[config.mk]
export PLATFORM = sky130hd
export DESIGN_NAME = pin_io_controller
export DESIGN_NICKNAME = d
export VERILOG_FILES = /design/src/hw/pin_io_pkg.sv /design/src/hw/pin_io_controller.sv /design/src/hw/cmd_bit_reg.sv /design/src/hw/change_detect.sv
export SDC_FILE = /design/constraint.sdc
export NUM_CORES = 1
export LEC_CHECK = 0
export ABC_CLOCK_PERIOD_IN_PS = 5400
export BUFFER_PORTS_ARGS = -buffer_cell sky130_fd_sc_hd__buf_2
export CAP_MARGIN = 20
export CORE_MARGIN = 8
export CORE_UTILIZATION = 50
export DETAILED_ROUTE_END_ITERATION = 7
export MAX_ROUTING_LAYER = met4
export PLACE_DENSITY_LB_ADDON = 0.05
export SETUP_SLACK_MARGIN = 0.05
export SLEW_MARGIN = 0
export SYNTH_ARGS = -nofsm -noshare
export SYNTH_HDL_FRONTEND = slang
export SYNTH_SLANG_ARGS = --single-unit
[constraint.sdc]
create_clock -name clock -period 5.4 [get_ports clock]
set_input_delay 0.54 -clock clock [delete_from_list [all_inputs] [get_ports clock]]
set_output_delay 0.54 -clock clock [all_outputs]
set_load 0.05 [all_outputs]
[src/hw/pin_io_pkg.sv]
// Package: register map, reset values and widths for the pin I/O controller
package pin_io_pkg;
  localparam int PIN_COUNT = 32;
  localparam int ADDR_WIDTH = 8;
  localparam logic [ADDR_WIDTH-1:0] GPIO_ENABLE_CMD_OFS = 8'h00;
  localparam logic [ADDR_WIDTH-1:0] GPIO_DISABLE_CMD_OFS = 8'h04;
  localparam logic [ADDR_WIDTH-1:0] GPIO_STATUS_OFS = 8'h08;
  localparam logic [ADDR_WIDTH-1:0] OUTPUT_ENABLE_CMD_OFS = 8'h10;
  localparam logic [ADDR_WIDTH-1:0] OUTPUT_DISABLE_CMD_OFS = 8'h14;
  localparam logic [ADDR_WIDTH-1:0] OUTPUT_STATUS_OFS = 8'h18;
  localparam logic [ADDR_WIDTH-1:0] SET_OUTPUT_CMD_OFS = 8'h30;
  localparam logic [ADDR_WIDTH-1:0] CLEAR_OUTPUT_CMD_OFS = 8'h34;
  localparam logic [ADDR_WIDTH-1:0] OUTPUT_DATA_STATUS_OFS = 8'h38;
  localparam logic [ADDR_WIDTH-1:0] PIN_LEVEL_STATUS_OFS = 8'h3c;
  localparam logic [ADDR_WIDTH-1:0] CHANGE_IRQ_ENABLE_CMD_OFS = 8'h40;
  localparam logic [ADDR_WIDTH-1:0] CHANGE_IRQ_DISABLE_CMD_OFS = 8'h44;
  localparam logic [ADDR_WIDTH-1:0] CHANGE_IRQ_MASK_OFS = 8'h48;
  localparam logic [ADDR_WIDTH-1:0] CHANGE_IRQ_STATUS_OFS = 8'h4c;
  localparam logic [ADDR_WIDTH-1:0] PULLUP_OFF_CMD_OFS = 8'h60;
  localparam logic [ADDR_WIDTH-1:0] PULLUP_ON_CMD_OFS = 8'h64;
  localparam logic [ADDR_WIDTH-1:0] PULLUP_STATUS_OFS = 8'h68;
  localparam logic [ADDR_WIDTH-1:0] PERIPH_A_SELECT_CMD_OFS = 8'h70;
  localparam logic [ADDR_WIDTH-1:0] PERIPH_B_SELECT_CMD_OFS = 8'h74;
  localparam logic [ADDR_WIDTH-1:0] PERIPH_SELECT_STATUS_OFS = 8'h78;
  // Reset values: all pins to GPIO, inputs, pull-ups on, peripheral A
  localparam logic [31:0] GPIO_RESET = 32'hffffffff;
  localparam logic [31:0] OUTPUT_EN_RESET = 32'h00000000;
  localparam logic [31:0] OUTPUT_DATA_RESET = 32'h00000000;
  localparam logic [31:0] PULLUP_RESET = 32'hffffffff;
  localparam logic [31:0] PERIPH_B_RESET = 32'h00000000;
  localparam logic [31:0] IRQ_MASK_RESET = 32'h00000000;
  localparam logic [31:0] UNMAPPED_READ = 32'h00000000;

  typedef enum logic [1:0] {
    BUS_IDLE = 2'b00,
    BUS_READ_DONE = 2'b01,
    BUS_WRITE_DONE = 2'b10
  } bus_state_t;
endpackage

[src/hw/pin_io_controller.sv]
// Parallel pin I/O controller with Avalon-MM register slave
//
// The Avalon-MM interface to the registers and the address map were decided locally.
`timescale 1ns/100ps

// Overview of operation
// RL1 - Each pin is owned either by its peripheral or by general-purpose control.
// RL2 - Enable-command ones hand pins to general-purpose control.
// RL3 - Disable-command ones return pins to their peripheral.
// RL4 - Peripheral A and B select commands choose which peripheral drives a pin.
// RL5 - Output-enable ones make pins outputs; output-disable ones make inputs.
// RL6 - Each pin has its own pull-up, all on after reset.
// RL7 - Pull-up off command ones switch that pin's pull-up off.
// RL8 - Set-output ones drive pins high; clear-output ones drive them low.
// RL9 - Pin level status reads the real level of each pin.
// RL10 - Rising and falling edges on any pin are both detected.
// RL11 - Interrupt-enable ones let a pin's change raise the interrupt.
// RL12 - Change status reports pins changed since it was last read.
// RL13 - Reading change status clears the flags and acknowledges the interrupt.
// RL14 - Interrupt output is a level held until acknowledged.
// RL15 - Software enables this block's clock before relying on sampling.
// RL16 - Zero bits in any command write leave pin settings unchanged.
// RL17 - Interrupt is high while any enabled pin has a change flag set.
module pin_io_controller
  import pin_io_pkg::*;
#(
  parameter int PINS = pin_io_pkg::PIN_COUNT
) (
  input wire logic clock,
  input wire logic arst_n,
  input wire logic [pin_io_pkg::ADDR_WIDTH-1:0] address,
  input wire logic read,
  input wire logic write,
  input wire logic [31:0] writedata,
  input wire logic [3:0] byteenable,
  output logic [31:0] readdata,
  output logic waitrequest,
  output logic irq,
  input wire logic [PINS-1:0] pinIn,
  output logic [PINS-1:0] pinOut,
  output logic [PINS-1:0] pinOe_n,
  output logic [PINS-1:0] pullupOn,
  input wire logic [PINS-1:0] periphAOut,
  input wire logic [PINS-1:0] periphAOe,
  input wire logic [PINS-1:0] periphBOut,
  input wire logic [PINS-1:0] periphBOe,
  output logic [PINS-1:0] periphIn
);
  import pin_io_pkg::*;

  // Elaboration check: one bus word holds every pin
  if (PINS < 1 || PINS > 32) begin
    $error("pin_io_controller supports 1 to 32 pins");
  end

  // ----------------------------------------------------------------
  // Bus slave
  // ----------------------------------------------------------------
  // Every access takes one wait cycle: request seen, then answered.
  bus_state_t busState_q;
  bus_state_t busState_d;
  logic [31:0] readdata_q;
  logic [31:0] readdata_d;
  logic newRead;
  logic newWrite;
  logic [31:0] wrMask;
  logic [PINS-1:0] wrBits;

  assign newRead = read && (busState_q == BUS_IDLE);
  assign newWrite = write && !read && (busState_q == BUS_IDLE);
  assign waitrequest = (read || write) && (busState_q == BUS_IDLE);
  assign wrMask = {{8{byteenable[3]}}, {8{byteenable[2]}}, {8{byteenable[1]}}, {8{byteenable[0]}}};
  assign wrBits = PINS'(writedata & wrMask);
  assign readdata = readdata_q;

  always_comb begin
    busState_d = BUS_IDLE;
    if (newRead) begin
      busState_d = BUS_READ_DONE;
    end else if (newWrite) begin
      busState_d = BUS_WRITE_DONE;
    end
  end

  // ----------------------------------------------------------------
  // Command decode
  // ----------------------------------------------------------------
  wire wrGpioEn = newWrite && (address == GPIO_ENABLE_CMD_OFS);
  wire wrGpioDis = newWrite && (address == GPIO_DISABLE_CMD_OFS);
  wire wrOutEn = newWrite && (address == OUTPUT_ENABLE_CMD_OFS);
  wire wrOutDis = newWrite && (address == OUTPUT_DISABLE_CMD_OFS);
  wire wrSetOut = newWrite && (address == SET_OUTPUT_CMD_OFS);
  wire wrClrOut = newWrite && (address == CLEAR_OUTPUT_CMD_OFS);
  wire wrIrqEn = newWrite && (address == CHANGE_IRQ_ENABLE_CMD_OFS);
  wire wrIrqDis = newWrite && (address == CHANGE_IRQ_DISABLE_CMD_OFS);
  wire wrPullOff = newWrite && (address == PULLUP_OFF_CMD_OFS);
  wire wrPullOn = newWrite && (address == PULLUP_ON_CMD_OFS);
  wire wrSelA = newWrite && (address == PERIPH_A_SELECT_CMD_OFS);
  wire wrSelB = newWrite && (address == PERIPH_B_SELECT_CMD_OFS);
  wire rdChangeStatus = newRead && (address == CHANGE_IRQ_STATUS_OFS);

  // ----------------------------------------------------------------
  // Configuration state
  // ----------------------------------------------------------------
  logic [PINS-1:0] gpioOwned;
  logic [PINS-1:0] outEnabled;
  logic [PINS-1:0] outData;
  logic [PINS-1:0] irqMask;
  logic [PINS-1:0] pullups;
  logic [PINS-1:0] selB;

  cmd_bit_reg #(.WIDTH(PINS), .RESET_VALUE(PINS'(GPIO_RESET))) gpioReg ( // [RL2] [RL3] [RL16]
    .clock(clock), .arst_n(arst_n), .setStrobe(wrGpioEn), .clearStrobe(wrGpioDis),
    .wrData(wrBits), .value(gpioOwned));
  cmd_bit_reg #(.WIDTH(PINS), .RESET_VALUE(PINS'(OUTPUT_EN_RESET))) outEnReg ( // [RL5] [RL16]
    .clock(clock), .arst_n(arst_n), .setStrobe(wrOutEn), .clearStrobe(wrOutDis),
    .wrData(wrBits), .value(outEnabled));
  cmd_bit_reg #(.WIDTH(PINS), .RESET_VALUE(PINS'(OUTPUT_DATA_RESET))) outDataReg ( // [RL8] [RL16]
    .clock(clock), .arst_n(arst_n), .setStrobe(wrSetOut), .clearStrobe(wrClrOut),
    .wrData(wrBits), .value(outData));
  cmd_bit_reg #(.WIDTH(PINS), .RESET_VALUE(PINS'(IRQ_MASK_RESET))) irqMaskReg ( // [RL11] [RL17] [RL16]
    .clock(clock), .arst_n(arst_n), .setStrobe(wrIrqEn), .clearStrobe(wrIrqDis),
    .wrData(wrBits), .value(irqMask));
  cmd_bit_reg #(.WIDTH(PINS), .RESET_VALUE(PINS'(PULLUP_RESET))) pullReg ( // [RL6] [RL7] [RL16]
    .clock(clock), .arst_n(arst_n), .setStrobe(wrPullOn), .clearStrobe(wrPullOff),
    .wrData(wrBits), .value(pullups));
  cmd_bit_reg #(.WIDTH(PINS), .RESET_VALUE(PINS'(PERIPH_B_RESET))) selReg ( // [RL4] [RL16]
    .clock(clock), .arst_n(arst_n), .setStrobe(wrSelB), .clearStrobe(wrSelA),
    .wrData(wrBits), .value(selB));

  // ----------------------------------------------------------------
  // Pin multiplexing
  // ----------------------------------------------------------------
  // Peripheral path is combinational so peripheral timing is untouched
  wire [PINS-1:0] periphOut = (selB & periphBOut) | (~selB & periphAOut); // [RL4]
  wire [PINS-1:0] periphOe = (selB & periphBOe) | (~selB & periphAOe);
  wire [PINS-1:0] driveEn = (gpioOwned & outEnabled) | (~gpioOwned & periphOe); // [RL1] [RL5]

  assign pinOut = (gpioOwned & outData) | (~gpioOwned & periphOut); // [RL1] [RL8]
  assign pinOe_n = ~driveEn;
  assign pullupOn = pullups; // [RL6]
  assign periphIn = pinIn;

  // ----------------------------------------------------------------
  // Change detection and interrupt
  // ----------------------------------------------------------------
  // Sampling relies on the clock having been enabled upstream [RL15]
  logic [PINS-1:0] changeFlags;

  change_detect #(.WIDTH(PINS)) detector ( // [RL10] [RL12] [RL13]
    .clock(clock),
    .arst_n(arst_n),
    .pinLevel(pinIn),
    .clearAll(rdChangeStatus),
    .changeFlags(changeFlags)
  );

  // Level output, held until the status read clears the flags or the interrupt-disable command masks the pin
  assign irq = |(changeFlags & irqMask); // [RL14] [RL17]

  // ----------------------------------------------------------------
  // Read multiplexer
  // ----------------------------------------------------------------
  logic [PINS-1:0] rdBits;
  logic rdHit;

  always_comb begin
    rdBits = '0;
    rdHit = 1'b1;
    case (address)
      GPIO_STATUS_OFS: rdBits = gpioOwned;
      OUTPUT_STATUS_OFS: rdBits = outEnabled;
      OUTPUT_DATA_STATUS_OFS: rdBits = outData;
      PIN_LEVEL_STATUS_OFS: rdBits = pinIn; // [RL9]
      CHANGE_IRQ_MASK_OFS: rdBits = irqMask;
      CHANGE_IRQ_STATUS_OFS: rdBits = changeFlags; // [RL12]
      PULLUP_STATUS_OFS: rdBits = pullups;
      PERIPH_SELECT_STATUS_OFS: rdBits = selB;
      default: rdHit = 1'b0;
    endcase
  end

  assign readdata_d = newRead ? (rdHit ? 32'(rdBits) : UNMAPPED_READ) : readdata_q;

  always_ff @(posedge clock or negedge arst_n) begin
    if (!arst_n) begin
      busState_q <= BUS_IDLE;
      readdata_q <= 32'h00000000;
    end else begin
      busState_q <= busState_d;
      readdata_q <= readdata_d;
    end
  end
endmodule

[src/hw/cmd_bit_reg.sv]
// Set/clear command register: one-written bits set or clear, zeros keep state
`timescale 1ns/100ps
module cmd_bit_reg #(
  parameter int WIDTH = 32,
  parameter logic [WIDTH-1:0] RESET_VALUE = '0
) (
  input wire logic clock,
  input wire logic arst_n,
  input wire logic setStrobe,
  input wire logic clearStrobe,
  input wire logic [WIDTH-1:0] wrData,
  output logic [WIDTH-1:0] value
);
  // Elaboration check: refuse widths the bus word cannot carry
  if (WIDTH < 1 || WIDTH > 32) begin
    $error("cmd_bit_reg width out of range");
  end

  logic [WIDTH-1:0] value_q;
  logic [WIDTH-1:0] value_d;

  assign value_d = setStrobe ? (value_q | wrData) :
                   clearStrobe ? (value_q & ~wrData) : value_q;
  assign value = value_q;

  always_ff @(posedge clock or negedge arst_n) begin
    if (!arst_n) begin
      value_q <= RESET_VALUE;
    end else begin
      value_q <= value_d;
    end
  end
endmodule

[src/hw/change_detect.sv]
// Per-pin level change detector with read-to-clear sticky flags
`timescale 1ns/100ps
module change_detect #(
  parameter int WIDTH = 32
) (
  input wire logic clock,
  input wire logic arst_n,
  input wire logic [WIDTH-1:0] pinLevel,
  input wire logic clearAll,
  output logic [WIDTH-1:0] changeFlags
);
  // Elaboration check: refuse widths the bus word cannot carry
  if (WIDTH < 1 || WIDTH > 32) begin
    $error("change_detect width out of range");
  end

  logic [WIDTH-1:0] prevLevel_q;
  logic primed_q;
  logic [WIDTH-1:0] flags_q;
  logic [WIDTH-1:0] edges;
  logic [WIDTH-1:0] flags_d;

  // Either edge counts; no edge seen until one sample is held
  assign edges = primed_q ? (pinLevel ^ prevLevel_q) : '0;
  // A change in the clearing cycle survives the clear
  assign flags_d = (clearAll ? '0 : flags_q) | edges;
  assign changeFlags = flags_q;

  always_ff @(posedge clock or negedge arst_n) begin
    if (!arst_n) begin
      prevLevel_q <= '0;
      primed_q <= 1'b0;
      flags_q <= '0;
    end else begin
      prevLevel_q <= pinLevel;
      primed_q <= 1'b1;
      flags_q <= flags_d;
    end
  end
endmodule

# Word-level counts from Yosys, hierarchy flattened
# Index checks and enable logic that the tools add are counted.
# word_totals
reg_bits	291
wordCells	110
# classes
muxes	19
eq_ne	19
reduce_logical	29
bitwise_logic	32
# op_table
operator	n
$and 32x32->32	16
$mux 32	15
$or 32x32->32	11
$pmux 32 s8	1
$not 32->32	4
$eq 8x7->1 const B	10
$eq 8x6->1 const B	4
$reduce_or 32->1	1
$xor 32x32->32	1
$eq 8x5->1 const B	3
$logic_and 1x1->1	17
$reduce_bool 2->1	6
$eq 8x3->1 const B	1
$eq 8x4->1 const B	1
$logic_not 8->1	1
$reduce_or 8->1	1
$mux 2	2
$logic_not 2->1	1
$logic_not 1->1	1
$logic_or 1x1->1	1
$mux 1	1

# Depth between registers and ports, before layout
# Gate-level depths: netlist (run 1).
# depth
depth_word	6
ltp_mapped	8
depth_no_buf	4

# Cells and area by module
# From an unflattened synthesis (run 1), not the netlist that was laid out.
# unflattened
hier_cells	1418
area_unflattened_um2	15204.6
# modules_own_cells
mod	n_inst	area_per_inst_um2	cells_per_inst
pin_io_controller	1	5326.4	669
cmd_bit_reg (irqMaskReg ...)	4	1249.9	102
cmd_bit_reg (gpioReg ...)	2	1290.0	102
change_detect	1	2298.5	137

# Worst setup path before layout (run 1)
# No wires, ideal clock.
# synth_path
kind	input-to-output
from	in periphBOut[10]
to	out pinOut[10]
required_ps	4860
slack_ps	3180
stages	2
t_arrival_ps	1680
cell_sequence	mux2i_1 o21ai_0
# synth_via
elab_chain_cells	4
# synth_lines
item	line_no	rtl
from (decl)	pin_io_controller.sv:45	input wire logic [PINS-1:0] periphBOut,
$and 32x32->32	pin_io_controller.sv:135	wire [PINS-1:0] periphOut = (selB & periphBOut) | (~selB & periphAOut);
$or 32x32->32	pin_io_controller.sv:135	
$and 32x32->32	pin_io_controller.sv:139	assign pinOut = (gpioOwned & outData) | (~gpioOwned & periphOut);
$or 32x32->32	pin_io_controller.sv:139	
to (decl)	pin_io_controller.sv:40	output logic [PINS-1:0] pinOut,
# Every way passes these cells.

==> metrics.cfg, run 1 <==
[outcome]
outcome = finished, violations left
violations = negative hold slack

[clock_network]
clk_pin_slew_ns = 0.06
cts_buffers = 31
h-tree-depth = 1
clock-sinks = 291
clock_path_buffers = 3
post_cts.repair.setup_buffers = 0
hold_buffers = 0
cts_resized = 0
root_buffer = clkbuf_16
tritoncts = yes
clk_latency_ns = 0.57

[synth]
async_flop_share = 1.00
ys.flop_type = dfrtp_1
ys_top_cells_by_area = dfrtp_1 37%, dfstp_2 11%, mux2i_1 10%
syn_area_per_cell_um2 = 10.0
synth_most_common_cell = o21ai_0
synth_fa_ha_area_frac = 0
yosysWarnings = 0
netlist_top_cells_count = 239 x o21ai_0, 227 x dfrtp_1, 192 x o31ai_1
synthCells = 1536
muxShareOfSynthArea = 0.104
synth_top_area_frac = 0.368
synth_top_area_cell = dfrtp_1
synth_edf_count = 0
syn_area_mm2 = 0.0154
synth_cell_type_count = 59
synthSimpleGateAreaFrac = 0.0880
synth_xor_area_frac = 0.0187
synth_top_family_by_area = compound AO/OA/AOI/OAI gates
ys_seq_area_frac = 0.477
synth_compound_area_frac = 0.254
synth_fp_nets = 1744
synth_seq_cells = 291

[sta]
setup_viol = 0
grt_setup_unrepaired = false
period_needed_ns = 3.10
timing.hold.ws_ns = -0.0572
maxSlewViolCount = 0
max_slew_margin = 0.257
fmax_mhz = 322
finClkSkew_ns = 0.0142
fin_crit_sh = 0.575
setup_tns_ns = 0
hold_violations = 15
worst_pin_slew_ns = 1.11

[global_routing]
grt_pass1_vias = 13000
grt_max_degree = 133
grt_usage = 0.293
antenna_found_initial = 3
grt_pass1_wl_um = 80300
overflow = 0

[run]
max_cap_viol_count = 0

[worst_setup_path]
cp-start-kind = register
cpPeakStageDelay_ns = 0.98
critical_path.max_fanout = 64
crit_chain = nor4b_4 -> nand4_4 -> o21ai_0 -> o31ai_1
critical_path.slowest_cell = nand4_4
cp.arrival_ns = 3.50
required_ns = 5.79
cp-end-kind = register
criticalPathCategory = reg -> reg

[power]
p_int_mw = 3.63
swShare = 0.274
p_sw_mw = 1.37
power_mw = 5.00
power_leakage_nw = 7.69
p_seq_frac = 0.451
pwr-share-comb = 0.125
clockPowerShare = 0.425
peakVddDrop_mv = 0.298
powerDensity_mw_per_mm2 = 276

[placed_design]
place_congestion = 0.936
io_buffer_count = 369
dp.final_hpwl_um = 38900

[floorplanning]
floorplan.initialDensity = 0.505
die_area_mm2 = 0.0367
core_mm2 = 0.0305
placementRows = 64
dieWidth_um = 192
io_pins = 370
dieHeight_um = 192

[final_layout]
drive_gt1_frac = 0.291
area_growth_pct = 17.3
final_nets = 1976

[drt]
first_iter_violations = 1274
routed_wirelength_um = 54200
drcViolationCount = 0
ant_nets = 0
drtPass1Iterations = 7
dr_total_vias = 13700
vias_per_cell = 6.23
wl_per_cell_um = 24.7

[min_path]
min_path_type = in -> async

-- metal layers --
metal	track usage	share of wire
met5	-	0
met4	0.0716	0.022
met3	0.0416	0.080
met2	0.409	0.42
met1	0.441	0.47
-- final cells by class --
cell class              count  area [µm²]
diodes                      3        7.51
clock buffers              48         940
clock inverters            10        85.1
fillers                  2700       12400
inverters                   2        7.51
multi-input cells        1060        7210
flip-flops and latches    291        7360
well taps                 396         495
repair buffers            382        1990
-- worst paths after layout --
check	startpoint	endpoint	slack [ns]	depth (start not counted)
max	busState_q[1]	register	2.30	4
min	arst_n	detector.prevLevel_q[5]	-0.06	1
max reg2reg	busState_q[1]	register	2.30	4
min reg2reg	readdata[24]	readdata[24]	0.48	2
max in group asynchronous	arst_n	asynchronous set/reset pin	4.05	2
min in group clock	pinIn[29]	detector.prevLevel_q[29]	0.13	1
-- critical path: cells and delay by family, from the launching register on --
kind | cells | cell delay (ns)
DFF | 1 | 0.42
AOI/OAI and AO/OA | 2 | 0.66
and+or+nand+nor | 2 | 1.83
-- kinds of logic after synthesis --
kind of cell	count (synthesis)
AO/OA/AOI/OAI	620
flip-flops	291
AND/OR/NAND/NOR	246
buffers and inverters	185
multiplexers	160
XOR/XNOR	33
other	1
-- through the flow --
stage	cells	worst slack [ns]	utilization	hold slack (ns)	area, µm²
after CTS	2188	2.29	0.592	0.0254	18100
after global placement	2130	2.25	0.559	0.457	17000
after global routing	2192	2.12	0.593	0.0331	18100
after floorplan	1536	3.18	-	0.244	15400
after detailed placement	2130	2.19	0.559	0.467	17000
final	2192	2.30	0.593	-0.0572	18100
-- power by group through the flow --
stage | registers (mW) | logic [mW] | clock network (mW)
after floorplan | 2.28 | 0.400 | 0
after global placement | 2.29 | 0.616 | 0
after detailed placement | 2.29 | 0.624 | 0
after CTS | 2.25 | 0.625 | 2.14
after global routing | 2.25 | 0.670 | 2.24
final | 2.25 | 0.623 | 2.12
-- placed cells by master (no fill, tap or decap), types with 5 or more instances in the layout --
| master | netlist | final |
|---|---|---|
| clkbuf_1 | 111 | 7 |
| or4bb_1 | 6 | 6 |
| nor2_1 | 41 | 41 |
| nand2_1 | 97 | 97 |
| o22ai_1 | 41 | 41 |
| nand3_1 | 28 | 28 |
| or3b_2 | 5 | 5 |
| mux2i_1 | 157 | 157 |
| a22o_1 | 32 | 32 |
| xor2_1 | 32 | 32 |
| nor3_1 | 9 | 9 |
| o21ai_0 | 239 | 239 |
| a211oi_1 | 10 | 10 |
| o21ai_1 | 8 | 8 |
| clkinv_2 | 0 | 6 |
| buf_4 | 35 | 12 |
| a21oi_1 | 56 | 56 |
| o31ai_1 | 192 | 192 |
| and4_1 | 6 | 6 |
| o211ai_1 | 12 | 12 |
| buf_2 | 34 | 366 |
| clkbuf_16 | 0 | 31 |
| nand3b_1 | 10 | 10 |
| dfstp_2 | 64 | 64 |
| dfrtp_1 | 227 | 227 |
| a22oi_1 | 16 | 16 |
| clkbuf_8 | 0 | 10 |
| nand4b_1 | 5 | 5 |
Power figures use the tool's default switching activity.
==> run 2: changes to the inputs <==
Settings changed: ABC_CLOCK_PERIOD_IN_PS 5400 to 3200.
Clock period 5.4 ns to 3.2 ns, I/O delays scaled along.
==> run 2 against run 1 <==
The run now ends clean. Global-route usage up 0.61 points. Final cell count up 2.2%. Register-to-register slack worse by 1.4 ns. Critical path depth unchanged. Worst setup slack worse by 1.7 ns. Utilization up 1.4 points. Wire length up 1.0%. Critical path type is now reg -> out. Largest power group unchanged.
==> metrics.cfg, run 2 (synthesized netlist as in run 1, its figures left out) <==
[clock_network]
cts_resized = 0  ; unchanged
clk_pin_slew_ns = 0.06  ; about the same
root_buffer = clkbuf_16
tritoncts = yes
clock-sinks = 291  ; unchanged
h-tree-depth = 1  ; unchanged
clock_path_buffers = 3  ; unchanged
cts_buffers = 30  ; -3.2%
clk_latency_ns = 0.56  ; about the same

[power]
p_sw_mw = 2.27  ; +66%
p_int_mw = 6.02  ; +66%
power_mw = 8.29  ; +66%
clockPowerShare = 0.410  ; -0.015
pwr-share-comb = 0.133  ; +0.008
swShare = 0.274  ; about the same
p_seq_frac = 0.457  ; +0.006
power_leakage_nw = 7.89  ; +2.6%
peakVddDrop_mv = 0.380  ; +27%
powerDensity_mw_per_mm2 = 448  ; +62%

[drt]
drtPass1Iterations = 8  ; +1
routed_wirelength_um = 54700  ; +1.0%
first_iter_violations = 1729  ; +36%
vias_per_cell = 6.16  ; -1.2%
drcViolationCount = 0  ; unchanged
dr_total_vias = 13800  ; +1.0%
ant_nets = 0  ; unchanged
wl_per_cell_um = 24.4  ; -1.2%

[floorplanning]
io_pins = 370  ; unchanged
core_mm2 = 0.0305  ; unchanged
dieWidth_um = 192  ; unchanged
placementRows = 64  ; unchanged
die_area_mm2 = 0.0367  ; unchanged
floorplan.initialDensity = 0.505  ; unchanged
dieHeight_um = 192  ; unchanged

[sta]
period_needed_ns = 2.60
maxSlewViolCount = 0  ; unchanged
finClkSkew_ns = 0.00820  ; -0.00602 ns
fin_crit_sh = 0.811
worst_pin_slew_ns = 1.04  ; -0.0753 ns
hold_violations = 0  ; -15
setup_viol = 0  ; unchanged
setup_tns_ns = 0  ; unchanged
max_slew_margin = 0.308  ; +0.0502
grt_setup_unrepaired = false
fmax_mhz = 385

[outcome]
outcome = completed

[worst_setup_path]
critical_path.max_fanout = 3  ; -95%
cp.arrival_ns = 2.28  ; -1.22 ns
required_ns = 2.88  ; -2.91 ns
criticalPathCategory = reg -> out
cp-start-kind = register
cp-end-kind = output pin

[run]
max_cap_viol_count = 0  ; unchanged

[global_routing]
antenna_found_initial = 3  ; unchanged
grt_pass1_vias = 13400  ; +3.1%
grt_max_degree = 99  ; -26%
grt_usage = 0.299  ; +0.00606
overflow = 0  ; unchanged
grt_pass1_wl_um = 82100  ; +2.3%

[final_layout]
most-common-layout-cells = 366 x buf_2, 239 x o21ai_0, 227 x dfrtp_1
final_common_cell = buf_2
final_nets = 2026  ; +2.5%
drive_gt1_frac = 0.289  ; -0.00122
area_growth_pct = 20.2

[placed_design]
place_congestion = 1.05  ; +12%
io_buffer_count = 369  ; unchanged
dp.final_hpwl_um = 40000  ; +3.1%

[min_path]
min_path_type = in -> reg

[run 2: cell types whose count changed in the layout (fill, tap and decap cells not counted)]
cell,before,now
dlygate4sd3_1,0,33
buf_4,12,27
clkbuf_8,10,4
clkbuf_1,7,11
buf_12,2,4
clkinv_2,6,8
buf_16,0,1
clkinv_4,1,0
inv_6,1,0
[run 2: critical path, stage by stage, from the launching register on]
cell	delay, ns
dfrtp_1	0.44
a22oi_1	0.34
nand4_1	0.17
or4_1	0.53
buf_2	0.24
[run 2: routing by layer]
layer	vias up	part of all wire	GRT usage
met4	0	0.020	0.0651
met2	659	0.42	0.408
met3	73	0.094	0.0585
met1	6723	0.46	0.451
li1	6340	-	-
met5	-	0	-
[run 2: power by group through the flow]
stage / logic, mW / clock network (mW) / registers (mW)
after floorplan: 0.675 / 0 / 3.85
after global placement: 1.05 / 0 / 3.86
after detailed placement: 1.06 / 0 / 3.86
after CTS: 1.10 / 3.45 / 3.80
after global routing: 1.19 / 3.59 / 3.80
final: 1.10 / 3.40 / 3.79
[run 2: worst paths after layout]
path	from	to	slack, ns	cells past startpoint
setup / recovery	register	irq	0.60	4
hold / removal	read	busState_q[1]	0.07	2
setup reg to reg	busState_q[1]	register	0.89	5
hold reg to reg	readdata[21]	readdata[21]	0.48	2
max in group asynchronous	arst_n	asynchronous set/reset pin	1.90	3
min in group asynchronous	arst_n	detector.prevLevel_q[6]	0.38	2
[run 2: what timing repair did]
action,CTS,global route
endpoints found under the hold margin,94,0
hold buffers,33,0
setup buffers,0,0
[run 2: stage by stage]
step	hold WS (ns)	area (µm²)	cells	util	setup slack [ns]
2_1_floorplan	0.0244	15400	1536	-	1.27
3_3_place_gp	0.403	17200	2148	0.564	0.800
3_5_place_dp	0.397	17200	2148	0.564	0.810
4_1_cts	0.0451	18500	2237	0.606	0.567
5_1_grt	0.0629	18500	2241	0.607	0.523
6_report	0.0687	18500	2241	0.607	0.604
[run 2: cell type report]
class	instances	area [µm²]
fill	2632	12000
sequential	291	7360
multi-input combinational	1060	7210
timing repair buffer	433	2500
clock buffer	46	872
tap	396	495
clock inverter	10	77.6
inverter	2	7.51
antenna	3	7.51
